<file path="config.mk">
export PLATFORM = sky130hd
export DESIGN_NAME = board_ctrl_regs
export DESIGN_NICKNAME = d
export VERILOG_FILES = /design/src/rtl/board_regs_pkg.sv /design/src/rtl/cycle_if.sv /design/src/rtl/board_ctrl_regs.sv /design/src/rtl/image_cycle_timer.sv
export SDC_FILE = /design/constraint.sdc
export NUM_CORES = 1
export LEC_CHECK = 0
export ABC_AREA = 0
export BUFFER_PORTS_ARGS = -buffer_cell sky130_fd_sc_hd__buf_2
export CAP_MARGIN = 30
export CELL_PAD_IN_SITES_DETAIL_PLACEMENT = 1
export CELL_PAD_IN_SITES_GLOBAL_PLACEMENT = 2
export CORE_MARGIN = 5
export CORE_UTILIZATION = 33
export CTS_CLUSTER_SIZE = 16
export DETAILED_ROUTE_END_ITERATION = 10
export PLACE_DENSITY = 0.83
export REMOVE_ABC_BUFFERS = 1
export SYNTH_ARGS = -nofsm -noshare
export SYNTH_HDL_FRONTEND = slang
export SYNTH_SLANG_ARGS = --single-unit
</file>
<file path="constraint.sdc">
create_clock -name i_mclk -period 4.05 [get_ports i_mclk]
set_input_delay 0.6075 -clock i_mclk [delete_from_list [all_inputs] [get_ports i_mclk]]
set_output_delay 0.6075 -clock i_mclk [all_outputs]
set_load 0.02 [all_outputs]
</file>
<file path="src/rtl/board_regs_pkg.sv">
// Constants for the pattern board control register bank
package board_regs_pkg;
	localparam logic [7:0] IRQ_CLEAR_OFS   = 8'h00;
	localparam logic [7:0] IRQ_FORCE_OFS   = 8'h04;
	localparam logic [7:0] IRQ_MASK_OFS    = 8'h08;
	localparam logic [7:0] STATUS_OFS      = 8'h0c;
	localparam logic [7:0] MIRROR_CTL_OFS  = 8'h10;
	localparam logic [7:0] IMAGE_SEL_OFS   = 8'h14;
	localparam logic [7:0] ONES_ROW_OFS    = 8'h18;
	localparam logic [7:0] RST_STYLE_OFS   = 8'h1c;
	localparam logic [7:0] KIND_INFO_OFS   = 8'h20;
	localparam logic [7:0] BUF_SETUP_OFS   = 8'h24;
	localparam logic [7:0] BURST_LEN_OFS   = 8'h28;
	localparam int TMO_BIT       = 0;
	localparam int FAULT_BIT     = 2;
	localparam int CTL_SRC_BIT   = 0;
	localparam int QUAD_BIT      = 1;
	localparam int FLIP_BIT      = 2;
	localparam int TIMER_DIS_BIT = 3;
	localparam int INVERT_BIT    = 4;
	localparam int RELEASE_BIT   = 7;
	localparam int EXT_TRIG_BIT  = 8;
	localparam int CYCLE_EN_BIT  = 8;
	localparam int PERIOD_LSB    = 12;
	localparam int BUF_ROW_LSB   = 16;
	localparam logic [8:0] MIRROR_CTL_RST = 9'h00a;
	localparam logic [7:0] IMAGE_CODE_RST = 8'h00;
	localparam logic       CYCLE_EN_RST   = 1'b1;
	localparam logic [19:0] PERIOD_RST    = 20'd2000;
	localparam logic [3:0] RST_STYLE_RST  = 4'h2;
	localparam logic [3:0] STYLE_SINGLE   = 4'h0;
	localparam logic [3:0] STYLE_DUAL     = 4'h1;
	localparam logic [3:0] STYLE_GLOBAL   = 4'h2;
	localparam logic [3:0] STYLE_QUAD     = 4'h3;
	localparam logic [3:0] IMAGE_NOISE    = 4'hd;
	localparam logic [3:0] IMAGE_USER     = 4'hf;
	localparam int CLK_PERIOD_NS = 10;
	localparam int MS_NS         = 1000000;
	localparam int MS_CYCLES     = MS_NS / CLK_PERIOD_NS;
	localparam int RD_TIMEOUT_NS = 2560;
	localparam int RD_TIMEOUT_CYC = RD_TIMEOUT_NS / CLK_PERIOD_NS;
endpackage

</file>
<file path="src/rtl/cycle_if.sv">
// Link between register bank and test image cycle timer
`timescale 1ns/1ns
`default_nettype none
interface cycle_if;
	logic        run;
	logic [19:0] period_ms;
	logic        step;
	modport timer (input run, input period_ms, output step);
	modport user (output run, output period_ms, input step);
endinterface
`default_nettype wire

</file>
<file path="src/rtl/board_ctrl_regs.sv">
// Control and status register bank of the pattern board
// What this block does
// - Clear register bit2 reads fault, write-1 clears
// - Set register bit2 reads fault, write-1 forces
// - Enable register bit2 gates fault interrupt
// - Bit0 flags register access timeout
// - Array power fault sets fault interrupt
// - Status register shows six live flags
// - Bit0 picks DIP switch or register flags
// - Bit1 quad row load, resets one
// - Bit2 flips array top and bottom
// - Bit3 one disables reset timer
// - Bit4 inverts pixels, sent to controller
// - Bit7 one floats mirrors, resets zero
// - Bit8 enables external trigger global reset
// - Bits7:0 select one of sixteen images
// - Bit8 enables cycling in test mode with loader enabled
// - Bits31:12 cycle period in milliseconds
// - Ones row used only within array rows
// - Loader reset style, global after reset
// - Array kind, firmware version, DIP levels
// - Buffer rows and start row setup
// - Burst length for host FIFO writes
`timescale 1ns/1ns
`default_nettype none
module board_ctrl_regs #(
	parameter int CYCLES_PER_MS = board_regs_pkg::MS_CYCLES
) (
	input  wire logic        i_mclk,
	input  wire logic        i_reset_n,
	input  wire logic        i_reg_wr,
	input  wire logic        i_reg_rd,
	input  wire logic [7:0]  i_reg_addr,
	input  wire logic [31:0] i_reg_wdata,
	input  wire logic        i_reg_rtaken,
	output logic [31:0]      o_reg_rdata,
	output logic             o_reg_rvalid,
	input  wire logic        i_array_fault,
	input  wire logic        i_calib_active,
	input  wire logic        i_ctrl_finished,
	input  wire logic        i_array_reset_active,
	input  wire logic        i_sys_pll_locked,
	input  wire logic        i_ref_pll_locked,
	input  wire logic [3:0]  i_array_kind,
	input  wire logic [2:0]  i_fw_version,
	input  wire logic [7:0]  i_config_dip_switch,
	input  wire logic [10:0] i_array_rows,
	input  wire logic        i_test_image_mode,
	input  wire logic        i_loader_enable,
	output logic             o_fault_irq_n,
	output logic             o_quad_row_load,
	output logic             o_vertical_flip_enable,
	output logic             o_reset_timer_disable,
	output logic             o_invert_pixels,
	output logic             o_mirror_release,
	output logic             o_ext_trigger_reset,
	output logic [7:0]       o_image_code,
	output logic [10:0]      o_ones_row,
	output logic             o_ones_row_valid,
	output logic [3:0]       o_loader_reset_style,
	output logic [10:0]      o_buf_rows,
	output logic [15:0]      o_buf_start_row,
	output logic [9:0]       o_burst_length
);
	logic        fault_pend_ff;
	logic        tmo_ff;
	logic        fault_en_ff;
	logic [8:0]  mirror_ctl_ff;
	logic [7:0]  image_code_ff;
	logic        cycle_en_ff;
	logic [19:0] period_ff;
	logic [10:0] ones_row_ff;
	logic [3:0]  rst_style_ff;
	logic [10:0] buf_rows_ff;
	logic [15:0] buf_start_ff;
	logic [9:0]  burst_ff;
	logic [15:0] rd_wait_ff;
	logic [31:0] nxt_rdata;
	logic        rd_expire;
	logic        wr_clear;
	logic        wr_force;
	logic        wr_mask;
	logic        wr_ctl;
	logic        wr_image;
	logic        line_active;
	logic [8:0]  eff_ctl;

	cycle_if cyc ();

	image_cycle_timer #(
		.CYCLES_PER_MS(CYCLES_PER_MS)
	) u_cycle (
		.i_mclk   (i_mclk),
		.i_reset_n(i_reset_n),
		.cyc      (cyc.timer)
	);

	assign wr_clear = i_reg_wr && i_reg_addr == board_regs_pkg::IRQ_CLEAR_OFS;
	assign wr_force = i_reg_wr && i_reg_addr == board_regs_pkg::IRQ_FORCE_OFS;
	assign wr_mask  = i_reg_wr && i_reg_addr == board_regs_pkg::IRQ_MASK_OFS;
	assign wr_ctl   = i_reg_wr && i_reg_addr == board_regs_pkg::MIRROR_CTL_OFS;
	assign wr_image = i_reg_wr && i_reg_addr == board_regs_pkg::IMAGE_SEL_OFS;
	assign line_active = fault_pend_ff && fault_en_ff;

	// Fault pending: hardware fault and software force win over clear
	always_ff @(posedge i_mclk) begin
		if (!i_reset_n)
			fault_pend_ff <= 1'b0;
		else if (i_array_fault)
			fault_pend_ff <= 1'b1;
		else if (wr_force && i_reg_wdata[board_regs_pkg::FAULT_BIT])
			fault_pend_ff <= 1'b1;
		else if (wr_clear && i_reg_wdata[board_regs_pkg::FAULT_BIT])
			fault_pend_ff <= 1'b0;
	end

	// Timeout flag: a lost read answer sets it, set wins over clear
	always_ff @(posedge i_mclk) begin
		if (!i_reset_n)
			tmo_ff <= 1'b0;
		else if (rd_expire || (wr_force && i_reg_wdata[board_regs_pkg::TMO_BIT]))
			tmo_ff <= 1'b1;
		else if (wr_clear && i_reg_wdata[board_regs_pkg::TMO_BIT])
			tmo_ff <= 1'b0;
	end

	always_ff @(posedge i_mclk) begin
		if (!i_reset_n) begin
			fault_en_ff <= 1'b0;
		end else if (wr_mask) begin
			fault_en_ff <= i_reg_wdata[board_regs_pkg::FAULT_BIT];
		end
	end

	always_ff @(posedge i_mclk) begin
		if (!i_reset_n)
			o_fault_irq_n <= 1'b1;
		else
			o_fault_irq_n <= !line_active;
	end

	// Mirror control flags, undefined bits 6:5 stay zero
	always_ff @(posedge i_mclk) begin
		if (!i_reset_n)
			mirror_ctl_ff <= board_regs_pkg::MIRROR_CTL_RST;
		else if (wr_ctl)
			mirror_ctl_ff <= i_reg_wdata[8:0] & 9'h19f;
	end

	// DIP switch bit n stands in for control bit n; no switch for bit 8
	always_comb begin
		eff_ctl = mirror_ctl_ff;
		if (!mirror_ctl_ff[board_regs_pkg::CTL_SRC_BIT])
			eff_ctl = {1'b0, i_config_dip_switch & 8'h9e};
	end

	always_ff @(posedge i_mclk) begin
		if (!i_reset_n) begin
			o_quad_row_load        <= 1'b1;
			o_vertical_flip_enable <= 1'b0;
			o_reset_timer_disable  <= 1'b1;
			o_invert_pixels        <= 1'b0;
			o_mirror_release       <= 1'b0;
			o_ext_trigger_reset    <= 1'b0;
		end else begin
			o_quad_row_load        <= eff_ctl[board_regs_pkg::QUAD_BIT];
			o_vertical_flip_enable <= eff_ctl[board_regs_pkg::FLIP_BIT];
			o_reset_timer_disable  <= eff_ctl[board_regs_pkg::TIMER_DIS_BIT];
			o_invert_pixels        <= eff_ctl[board_regs_pkg::INVERT_BIT];
			o_mirror_release       <= eff_ctl[board_regs_pkg::RELEASE_BIT];
			o_ext_trigger_reset    <= eff_ctl[board_regs_pkg::EXT_TRIG_BIT];
		end
	end

	// Cycling steps through the sixteen images; a write wins over a step
	always_ff @(posedge i_mclk) begin
		if (!i_reset_n) begin
			image_code_ff <= board_regs_pkg::IMAGE_CODE_RST;
			cycle_en_ff   <= board_regs_pkg::CYCLE_EN_RST;
			period_ff     <= board_regs_pkg::PERIOD_RST;
		end else if (wr_image) begin
			image_code_ff <= i_reg_wdata[7:0];
			cycle_en_ff   <= i_reg_wdata[board_regs_pkg::CYCLE_EN_BIT];
			period_ff     <= i_reg_wdata[31:board_regs_pkg::PERIOD_LSB];
		end else if (cyc.step && cyc.run) begin
			image_code_ff <= {4'h0, image_code_ff[3:0] + 4'h1};
		end
	end

	assign cyc.run       = cycle_en_ff && i_test_image_mode && i_loader_enable;
	assign cyc.period_ms = period_ff;

	always_ff @(posedge i_mclk) begin
		if (!i_reset_n)
			o_image_code <= board_regs_pkg::IMAGE_CODE_RST;
		else
			o_image_code <= image_code_ff;
	end

	// Setup fields; the loader must be stopped by software around style changes
	always_ff @(posedge i_mclk) begin
		if (!i_reset_n) begin
			ones_row_ff  <= 11'h000;
			rst_style_ff <= board_regs_pkg::RST_STYLE_RST;
			buf_rows_ff  <= 11'h000;
			buf_start_ff <= 16'h0000;
			burst_ff     <= 10'h000;
		end else if (i_reg_wr) begin
			unique case (i_reg_addr)
				board_regs_pkg::ONES_ROW_OFS: ones_row_ff <= i_reg_wdata[10:0];
				board_regs_pkg::RST_STYLE_OFS: rst_style_ff <= i_reg_wdata[3:0];
				board_regs_pkg::BUF_SETUP_OFS: begin
					buf_rows_ff  <= i_reg_wdata[10:0];
					buf_start_ff <= i_reg_wdata[31:board_regs_pkg::BUF_ROW_LSB];
				end
				board_regs_pkg::BURST_LEN_OFS: burst_ff <= i_reg_wdata[9:0];
				default: ;
			endcase
		end
	end

	always_ff @(posedge i_mclk) begin
		if (!i_reset_n) begin
			o_ones_row           <= 11'h000;
			o_ones_row_valid     <= 1'b0;
			o_loader_reset_style <= board_regs_pkg::RST_STYLE_RST;
			o_buf_rows           <= 11'h000;
			o_buf_start_row      <= 16'h0000;
			o_burst_length       <= 10'h000;
		end else begin
			o_ones_row           <= ones_row_ff;
			o_ones_row_valid     <= ones_row_ff < i_array_rows;
			o_loader_reset_style <= rst_style_ff;
			o_buf_rows           <= buf_rows_ff;
			o_buf_start_row      <= buf_start_ff;
			o_burst_length       <= burst_ff;
		end
	end

	// Read mux; unmapped offsets and undefined bits read zero
	always_comb begin
		nxt_rdata = 32'h00000000;
		unique case (i_reg_addr)
			board_regs_pkg::IRQ_CLEAR_OFS,
			board_regs_pkg::IRQ_FORCE_OFS: begin
				nxt_rdata[board_regs_pkg::FAULT_BIT] = fault_pend_ff;
				nxt_rdata[board_regs_pkg::TMO_BIT]   = tmo_ff;
			end
			board_regs_pkg::IRQ_MASK_OFS: begin
				// Timeout flag shows here as well; it has no enable of its own
				nxt_rdata[board_regs_pkg::FAULT_BIT] = fault_en_ff;
				nxt_rdata[board_regs_pkg::TMO_BIT]   = tmo_ff;
			end
			board_regs_pkg::STATUS_OFS:
				nxt_rdata[5:0] = {i_ref_pll_locked, i_sys_pll_locked, i_array_reset_active,
					line_active, i_ctrl_finished, i_calib_active};
			board_regs_pkg::MIRROR_CTL_OFS: nxt_rdata[8:0] = mirror_ctl_ff;
			board_regs_pkg::IMAGE_SEL_OFS:
				nxt_rdata = {period_ff, 3'h0, cycle_en_ff, image_code_ff};
			board_regs_pkg::ONES_ROW_OFS: nxt_rdata[10:0] = ones_row_ff;
			board_regs_pkg::RST_STYLE_OFS: nxt_rdata[3:0] = rst_style_ff;
			board_regs_pkg::KIND_INFO_OFS:
				nxt_rdata = {i_config_dip_switch, 17'h00000, i_fw_version, i_array_kind};
			board_regs_pkg::BUF_SETUP_OFS:
				nxt_rdata = {buf_start_ff, 5'h00, buf_rows_ff};
			board_regs_pkg::BURST_LEN_OFS: nxt_rdata[9:0] = burst_ff;
			default: nxt_rdata = 32'h00000000;
		endcase
	end

	// An answer left untaken is dropped so the port cannot hang
	assign rd_expire = o_reg_rvalid && !i_reg_rtaken && !i_reg_rd &&
		rd_wait_ff == 16'(board_regs_pkg::RD_TIMEOUT_CYC - 1);

	always_ff @(posedge i_mclk) begin
		if (!i_reset_n) begin
			o_reg_rdata  <= 32'h00000000;
			o_reg_rvalid <= 1'b0;
			rd_wait_ff   <= 16'h0000;
		end else if (i_reg_rd) begin
			o_reg_rdata  <= nxt_rdata;
			o_reg_rvalid <= 1'b1;
			rd_wait_ff   <= 16'h0000;
		end else if (i_reg_rtaken || rd_expire) begin
			o_reg_rvalid <= 1'b0;
			rd_wait_ff   <= 16'h0000;
		end else if (o_reg_rvalid) begin
			rd_wait_ff <= rd_wait_ff + 16'h0001;
		end
	end
endmodule
`default_nettype wire

</file>
<file path="src/rtl/image_cycle_timer.sv">
// Millisecond period timer that paces test image cycling
`timescale 1ns/1ns
`default_nettype none
module image_cycle_timer #(
	parameter int CYCLES_PER_MS = board_regs_pkg::MS_CYCLES
) (
	input  wire logic i_mclk,
	input  wire logic i_reset_n,
	cycle_if.timer    cyc
);
	logic [23:0] tick_ff;
	logic [19:0] ms_ff;
	logic        step_ff;
	logic        ms_done;

	assign ms_done  = (tick_ff == 24'(CYCLES_PER_MS - 1));
	assign cyc.step = step_ff;

	always_ff @(posedge i_mclk) begin
		if (!i_reset_n || !cyc.run || ms_done)
			tick_ff <= 24'h000000;
		else
			tick_ff <= tick_ff + 24'h000001;
	end

	// A zero period is treated as one millisecond
	always_ff @(posedge i_mclk) begin
		step_ff <= 1'b0;
		if (!i_reset_n || !cyc.run) begin
			ms_ff <= 20'h00000;
		end else if (ms_done) begin
			if (ms_ff + 20'h00001 >= cyc.period_ms) begin
				ms_ff   <= 20'h00000;
				step_ff <= 1'b1;
			end else begin
				ms_ff <= ms_ff + 20'h00001;
			end
		end
	end
endmodule
`default_nettype wire

</file>
Word-level counts from Yosys, hierarchy flattened
Cells that the tools add are included.
{ "classes": {"n_bitwise": 2, "n_eq_ne": 12, "reduce_logical": 39, "mux": 21, "add_sub_neg": 4, "n_lt_le_gt_ge": 2} }
{ "op_table": {"columns": ["cell", "count"], "rows": [
  ["21-bit case mux with 3 select lines", 1],
  ["8-bit by 5-bit == test with 1-bit output, second input constant", 4],
  ["24-bit by 1-bit adder with 24-bit output, second input constant", 1],
  ["24-bit by 17-bit == test with 1-bit output, second input constant", 1],
  ["8-bit by 6-bit == test with 1-bit output, second input constant", 3],
  ["8-bit two-way mux", 3],
  ["20-bit by 1-bit adder with 20-bit output, second input constant", 1],
  ["20-bit greater-or-equal comparator", 1],
  ["20-bit two-way mux", 1],
  ["3-bit case mux with 6 select lines", 1],
  ["16-bit by 1-bit adder with 16-bit output, second input constant", 1],
  ["16-bit by 8-bit == test with 1-bit output, second input constant", 1],
  ["8-bit by 4-bit == test with 1-bit output, second input constant", 2],
  ["1-bit logical AND", 16],
  ["1-bit case mux with 8 select lines", 2],
  ["2-bit case mux with 7 select lines", 1],
  ["11-bit less-than comparator", 1],
  ["1-bit case mux with 10 select lines", 1],
  ["2-bit AND reduction", 5],
  ["1-bit case mux with 9 select lines", 1],
  ["8-bit by 3-bit == test with 1-bit output, second input constant", 1],
  ["8-bit zero test", 1],
  ["1-bit two-way mux", 8],
  ["2-bit nonzero test", 3],
  ["9 further kinds", 19]
]} }
{ "word_totals": {"reg_bits": 253, "input_bits": 79} }

Longest topological paths before layout
Gate-level depths: netlist of the first run.
{ "depth": {"ltp_word": 7, "ltp_mapped": 15, "ltp_nobuf": 12} }

Hierarchy
Synthesis of the first run repeated with hierarchy kept, for this count alone.
{ "unflattened": {"cells_unflattened": 1242, "area_unflattened_um2": 11146.9} }
{ "by_module_without_submodules": {"columns": ["mod", "area_per_inst_um2", "seq_area_each_um2", "n_inst", "cells_per_inst"], "rows": [
  ["board_ctrl_regs", 8328.0, 4144.0, 1, 896],
  ["image_cycle_timer", 2819.0, 900.9, 1, 346]
]} }

Least setup slack after synthesis of the first run
Ideal clock, no wire load.
{ "synth_timing": {"path_kind": "register to register", "start": "register u_cycle.ms_ff[2]", "end": "register u_cycle.ms_ff[11]", "stages_incl_launch_ff": 14, "setup_time_ps": 60, "t_required_ps": 3990, "path_slack_ps": 747, "n_path_buf": 1, "arrival_time_ps": 3243, "synth_period_minus_slack_ps": 3303, "path_cell_list": "dfxtp_1 > clkbuf_1 > nand3_1 > nor3_1 > nand4_1 > or2_2 > nand2_1 > ha_1 > nand4_1 > inv_1 > a22oi_1 > o2111ai_1 > nor4_1 > a22o_1"} }
{ "synth_via": {"elab_chain_len": 3} }
{ "synth_lines": {"columns": ["element", "line", "text"], "rows": [
  ["from (decl)", "image_cycle_timer.sv:12", "logic [19:0] ms_ff;"],
  ["from (signal assigned)", "image_cycle_timer.sv:36", "ms_ff <= ms_ff + 20'h00001;"],
  ["20-bit by 1-bit adder with 20-bit output *", "image_cycle_timer.sv:32, image_cycle_timer.sv:36", null],
  ["20-bit greater-or-equal comparator", "image_cycle_timer.sv:32", "if (ms_ff + 20'h00001 >= cyc.period_ms) begin"],
  ["20-bit two-way mux *", "image_cycle_timer.sv:32", null]
]} }
Every way passes the cells marked *; elsewhere a longest branch is shown, timed or not.
A chain may end at the register's enable or synchronous reset.

Worst setup path in the final report of the first run
{ "layout_timing": {"start": "register u_cycle.ms_ff[3]", "end": "register u_cycle.ms_ff[12]"} }
Same word-level chain as after synthesis.

==> impl_metrics.ini, run 1 <==
[synthesis]
syn-cell-area_um2 = 10600
yosysSeqAreaShare_pct = 47.7
yosysWarnings = 0
synth_ff_type = dfxtp_1
synthCells = 1227
synth_top_cell_by_area = dfxtp_1
avgSynthCellArea_um2 = 8.62
synthTopCellsByArea = dfxtp_1 48%, nand2_1 7.2%, a21oi_1 4.4%
synthArstFlopShare_pct = 0
synth_edf_count = 0
synth_seq_cells = 252
synthDistinctLibCells = 52
synth_top_cell_area_share_pct = 47.7

[timing]
finalSetupViolations = 0
fin_skew_ps = 11.7
relSlewSlack_pct = 27.3
period_needed_ps = 3540
worst_slew_pin_slew_ps = 1080
fmax_mhz = 283
rsz0062_at_grt = false
post-route-period-util_pct = 87.3
slew_viol_final = 0
holdWs_ps = 301
hold_viol = 0
fin_tns_setup_ps = 0

[placed_design]
hpwl_mm = 25.3
gp_congestion = 0.834
placed_area_um2 = 11900
port_buffers = 177

[final_layout]
area_growth_pct = 21.3
final_nets = 1501
drive_gt1_share_pct = 19.0
fin_area_um2 = 12800

[detailed_routing]
first_pass_iters = 5
ant_nets = 0
wire_per_inst_um = 19.1
drc = 0
via_per_inst = 5.10
vias = 9256
drt_iter0_markers = 572
drt-total-wl_mm = 34.7

[critical_path]
worstPathCellList = and4_1 -> nand4_1 -> or2_2 -> nor2_1 -> xor2_1 -> ha_1 -> nand4_1 -> or4_1 -> o2111ai_1 -> buf_4 -> nor4_1 -> buf_4 -> a22o_1
cp-end-kind = flip-flop
crit_type = reg -> reg
ff2ff_path_depth = 13
r2r_start = u_cycle.ms_ff[3]$_SDFFE_PP0N_
slowest_stage = or4_1
r2r_setup_slack_ps = 510
critPathRequiredTime_ps = 4490
r2r_end = u_cycle.ms_ff[12]$_SDFFE_PP0N_
critPathMaxFanout = 13
slowest_delay_ps = 540
crit_path_start_kind = flip-flop
arrival_ps = 3980

[clock_tree]
cts_tree = yes
numCtsBuffers = 30
clockBufferDepth = 3
post_cts_buffers = 0
clkSinkCount = 252
post_cts_resized = 0
insertion_delay_ps = 550
h-tree-depth = 1
clk_pin_slew_ps = 60
root_buffer = clkbuf_16
cts_hold_buf = 0

[worst_hold_path]
min_from = i_reg_wdata[14]
worstHoldEndpoint = cyc.period_ms[2]$_SDFFE_PN0P_
hold_path.class = in -> reg
holdPathStages = 3

[floorplan]
start_util_pct = 33.4
core_area_um2 = 31600
die_h_um = 189
die-area_um2 = 35700
die_width_um = 189
rows = 65
pin_count = 180

[global_routing]
grt_max_degree = 69
grtUsageTotal_pct = 18.8
grt_pass1_wl_mm = 54.3
gr-total-overflow = 0
grt_pass1_vias = 9550
grt_antenna_before_repair = 1

[power_and_ir_drop]
power_per_cell_area_nw_per_um2 = 415
peakVddDrop_uv = 393
leakagePower_nw = 5.39

[outcome]
status = finished, final reports clean

[flow_run]
cap_violations = 0
[cells in the mapped netlist (33+ instances only)]
cell,number
xor2_1,33
inv_1,43
nand2_1,202
nor2_1,117
a21oi_1,93
nand3_1,40
and2_1,58
clkbuf_1,44
dfxtp_1,252
ha_1,34
o21ai_0,35
[flip-flops by register name (all words and copies together), names as in the netlist, 10 cells and up]
signal	cells
o_buf_start_row	16
buf_start_ff	16
u_cycle.ms_ff	20
burst_ff	10
rd_wait_ff	16
o_ones_row	11
o_reg_rdata	31
buf_rows_ff	11
ones_row_ff	11
o_buf_rows	11
cyc.period_ms	20
o_burst_length	10
u_cycle.tick_ff	24
[worst max path at each step]
stage          cells after the start                     startpoint                              to
2_1_floorplan                     12  u_cycle.ms_ff[2]$_SDFFE_PP0N_  u_cycle.ms_ff[11]$_SDFFE_PP0N_
3_3_place_gp                      13  u_cycle.ms_ff[3]$_SDFFE_PP0N_   u_cycle.ms_ff[7]$_SDFFE_PP0N_
3_5_place_dp                      13  u_cycle.ms_ff[3]$_SDFFE_PP0N_   u_cycle.ms_ff[7]$_SDFFE_PP0N_
4_1_cts                           13  u_cycle.ms_ff[3]$_SDFFE_PP0N_  u_cycle.ms_ff[12]$_SDFFE_PP0N_
5_1_grt                           13  u_cycle.ms_ff[3]$_SDFFE_PP0N_   u_cycle.ms_ff[8]$_SDFFE_PP0N_
6_report                          13  u_cycle.ms_ff[3]$_SDFFE_PP0N_  u_cycle.ms_ff[12]$_SDFFE_PP0N_
[kinds of logic after synthesis]
logic type | share of synthesized area [%]
XOR/XNOR | 4.72
AO/OA/AOI/OAI | 13.8
other | 0.0354
adder cells (fa/ha/maj) | 4.02
AND/OR/NAND/NOR | 23.0
flip-flops | 47.7
buffers and inverters | 4.58
multiplexers | 2.13
[critical path, delay by kind of cell (launching register included)]
kind	cells	cell delay (ps)
simple gates	7	1700
flops	1	470
compound gates	2	450
buf+inv	2	400
fa+ha+maj	1	300
xor+xnor	1	100
[stage by stage]
step / util [%] / total power, W / std cells / worst slack [ps]
final: 40.6 / 0.00533 / 1816 / 513
after global routing: 40.6 / 0.00553 / 1815 / 258
after CTS: 40.6 / 0.00541 / 1814 / 513
after detailed placement: 37.5 / 0.00276 / 1758 / 547
after global placement: 37.4 / 0.00276 / 1756 / 630
after floorplan: - / 0.00263 / 1155 / 659
[cell type report]
class	instances	area [um^2]
Antenna cell	2	5.00
Timing Repair Buffer	201	1090
Inverter	43	163
Fill cell	3724	18800
Sequential cell	252	5040
Clock inverter	16	114
Tap cell	402	503
Multi-Input combinational cell	860	5050
Clock buffer	40	860
[report_power, final]
part | internal, W | switching (W)
combinational | 0.0000643 | 0.000144
clock | 0.00155 | 0.00108
sequential | 0.00249 | 0.00000791
[routing by layer]
metal / track usage (%) / vias to the layer above / wire (um)
met5: 0 / - / 0
li1: - / 4525 / -
met4: 4.01 / 0 / 609
met3: 3.06 / 48 / 1680
met1: 25.3 / 4482 / 16000
met2: 32.0 / 201 / 16400
[placed cells by master, fill, tap and decap left out, drive strengths merged, types with 3 or more instances in the layout]
cell	n
mux2i	18
nand2	203
buf	201
nand4	24
or3	3
clkbuf	40
o211ai	10
nand3	40
a221oi	4
a222oi	11
and4	5
a211oi	16
dfxtp	252
nor4	11
o21ai	35
nor2	117
xnor2	24
and3	19
a21o	4
a22oi	19
nand2b	9
inv	43
nor2b	7
ha	34
mux2	4
or4	6
a22o	20
and2	59
nor3	14
xor2	33
a21oi	93
clkinv	13
Note: power is estimated with default switching activity, not from simulation.
==> run 2: changes to the inputs <==
--- a/config.mk
+++ b/config.mk
@@ -11,10 +11,10 @@
 export CELL_PAD_IN_SITES_DETAIL_PLACEMENT = 1
 export CELL_PAD_IN_SITES_GLOBAL_PLACEMENT = 2
 export CORE_MARGIN = 5
-export CORE_UTILIZATION = 33
+export CORE_UTILIZATION = 30
 export CTS_CLUSTER_SIZE = 16
 export DETAILED_ROUTE_END_ITERATION = 10
-export PLACE_DENSITY = 0.83
+export PLACE_DENSITY = 0.8
 export REMOVE_ABC_BUFFERS = 1
 export SYNTH_ARGS = -nofsm -noshare
 export SYNTH_HDL_FRONTEND = slang
==> constraint.sdc (replaced) <==
create_clock -name i_mclk -period 2.85 [get_ports i_mclk]
set_input_delay 0.4275 -clock i_mclk [delete_from_list [all_inputs] [get_ports i_mclk]]
set_output_delay 0.4275 -clock i_mclk [all_outputs]
set_load 0.02 [all_outputs]
==> run 2 against run 1 <==
Against the previous run:
- the flow now finishes with violations (setup timing)
- sequential cell count stayed put
- final cell count up 8.3%
- routed wire length grew 11%
- count of clock-buffer cells in the layout decreased by 2
- combinational power up 52%
- clock power up 51%
- fmax is 5.0% higher
- core utilization down 0.56 points
- largest cell class unchanged
==> impl_metrics.ini, run 2 (same netlist as run 1, synthesis figures left out) <==
[timing]
finalSetupViolations = 21
rsz0062_at_grt = true
period_needed_ps = 3370
relSlewSlack_pct = 54.6
fin_skew_ps = 9.29
post-route-period-util_pct = 118
fin_tns_setup_ps = -9310
slew_viol_final = 0
worst_slew_pin_slew_ps = 679
hold_viol = 0
setup_slack_ps = -520
fmax_mhz = 297

[global_routing]
grtUsageTotal_pct = 19.0
grt_antenna_before_repair = 4
gr-total-overflow = 0
grt_pass1_wl_mm = 59.1
grt_pass1_vias = 10224
grt_max_degree = 47

[detailed_routing]
via_per_inst = 5.00
drt-total-wl_mm = 38.7
drt_iter0_markers = 517
first_pass_iters = 4
drc = 0
wire_per_inst_um = 19.7
vias = 9833
ant_nets = 0

[critical_path]
critPathRequiredTime_ps = 3290
ff2ff_path_depth = 13
r2r_setup_slack_ps = -520
startpoint = u_cycle.ms_ff[6]$_SDFFE_PP0N_
crit_path_start_kind = flip-flop
cp-end-kind = flip-flop
arrival_ps = 3810
crit_type = reg -> reg
r2r_end = u_cycle.ms_ff[11]$_SDFFE_PP0N_
r2r_start = u_cycle.ms_ff[6]$_SDFFE_PP0N_
critPathMaxFanout = 4

[worst_hold_path]
worstHoldEndpoint = cyc.period_ms[1]$_SDFFE_PN0P_
holdPathStages = 3
hold_path.class = in -> reg
min_from = i_reg_wdata[13]

[outcome]
status = finished with violations
violations = setup timing

[flow_run]
cap_violations = 0

[floorplan]
die_h_um = 198
start_util_pct = 30.5
pin_count = 180
core_area_um2 = 34700
rows = 68
die_width_um = 198
die-area_um2 = 39100

[clock_tree]
clockBufferDepth = 3
cts_hold_buf = 0
h-tree-depth = 1
cts_tree = yes
clk_pin_slew_ps = 60
insertion_delay_ps = 540
numCtsBuffers = 28
clkSinkCount = 252
root_buffer = clkbuf_16

[final_layout]
fillers = 4125
layout_commonest_cell = dfxtp_1
reg_top3 = o_reg_rdata (31), u_cycle.tick_ff (24)
final_nets = 1602
largest_register = o_reg_rdata
layout_common_cells = 244 x dfxtp_1, 202 x nand2_1, 177 x buf_2
largest_register_ffs = 31
instances_no_fill = 1967
drive_gt1_share_pct = 26.3
area_growth_pct = 31.3

[power_and_ir_drop]
leakagePower_nw = 5.93
power_per_cell_area_nw_per_um2 = 564
peakVddDrop_uv = 394

[placed_design]
place_inst = 1876
post-place-ws_ps = -633
port_buffers = 177
gp_congestion = 0.891
hpwl_mm = 27.4
==> run 2: changes by cell type in the layout (fill, tap and decap cells not counted), moves of 6 or more <==
cell      previous run  this run
dfxtp_1            252       244
clkinv_2            13         6
buf_4               21       120
nor2_1             117       110
dfxtp_2              0         8
o21ai_0             35        29
==> run 2: worst max-delay path by stage <==
stage	end	slack [ps]
floorplan	u_cycle.ms_ff[11]$_SDFFE_PP0N_	-540
global placement	u_cycle.ms_ff[3]$_SDFFE_PP0N_	-650
detailed placement	u_cycle.ms_ff[2]$_SDFFE_PP0N_	-630
CTS	u_cycle.ms_ff[7]$_SDFFE_PP0N_	-410
global route	u_cycle.ms_ff[13]$_SDFFE_PP0N_	-650
finish	u_cycle.ms_ff[11]$_SDFFE_PP0N_	-520
==> run 2: stage by stage <==
stage	power (W)	utilization, %	hold WS, ps	instance area (um^2)
2_1_floorplan	0.00374	-	392	10300
3_3_place_gp	0.00393	35.7	422	12400
3_5_place_dp	0.00394	35.8	442	12400
4_1_cts	0.00792	39.7	104	13800
5_1_grt	0.00807	40.0	124	13900
6_report	0.00783	40.0	125	13900
==> run 2: what timing repair did <==
item,in CTS,in global routing
resized for setup,32,17
pin swaps,13,20
setup buffers,32,6
cloned,1,0
endpoints found under the setup margin,21,21
==> run 2: cell type report <==
type / count / area [um^2] / area share (%)
clock inverters: 12 / 191 / 1.38
flip-flops and latches: 252 / 5050 / 36.4
inverters: 43 / 163 / 1.17
well taps: 455 / 569 / 4.10
multi-input cells: 860 / 5200 / 37.4
repair buffers: 304 / 1880 / 13.6
clock buffers: 38 / 820 / 5.90
diodes: 3 / 7.51 / 0.0541
==> run 2: critical path: stages, from the launching register on <==
cell	delay [ps]
dfxtp_2	330
and4_4	240
nand4_1	190
nor2_2	230
nand4_1	160
xnor2_1	180
ha_1	340
nand4_1	140
buf_4	170
or4_4	510
o2111ai_4	280
buf_4	200
o21ai_0	90
a22o_1	200
==> run 2: where the power goes <==
part           leakage, nW  switching, W  internal, W
Combinational         3.40      0.000215     0.000103
Clock                0.499       0.00151      0.00245
Sequential            2.04     0.0000114      0.00354
==> run 2: routing by layer <==
metal	track usage [%]	vias to the layer above	wire length, um
met5	0	-	0
met4	6.53	0	1300
met3	2.06	63	1770
met2	31.3	246	17700
met1	26.0	4788	18000
li1	-	4736	-
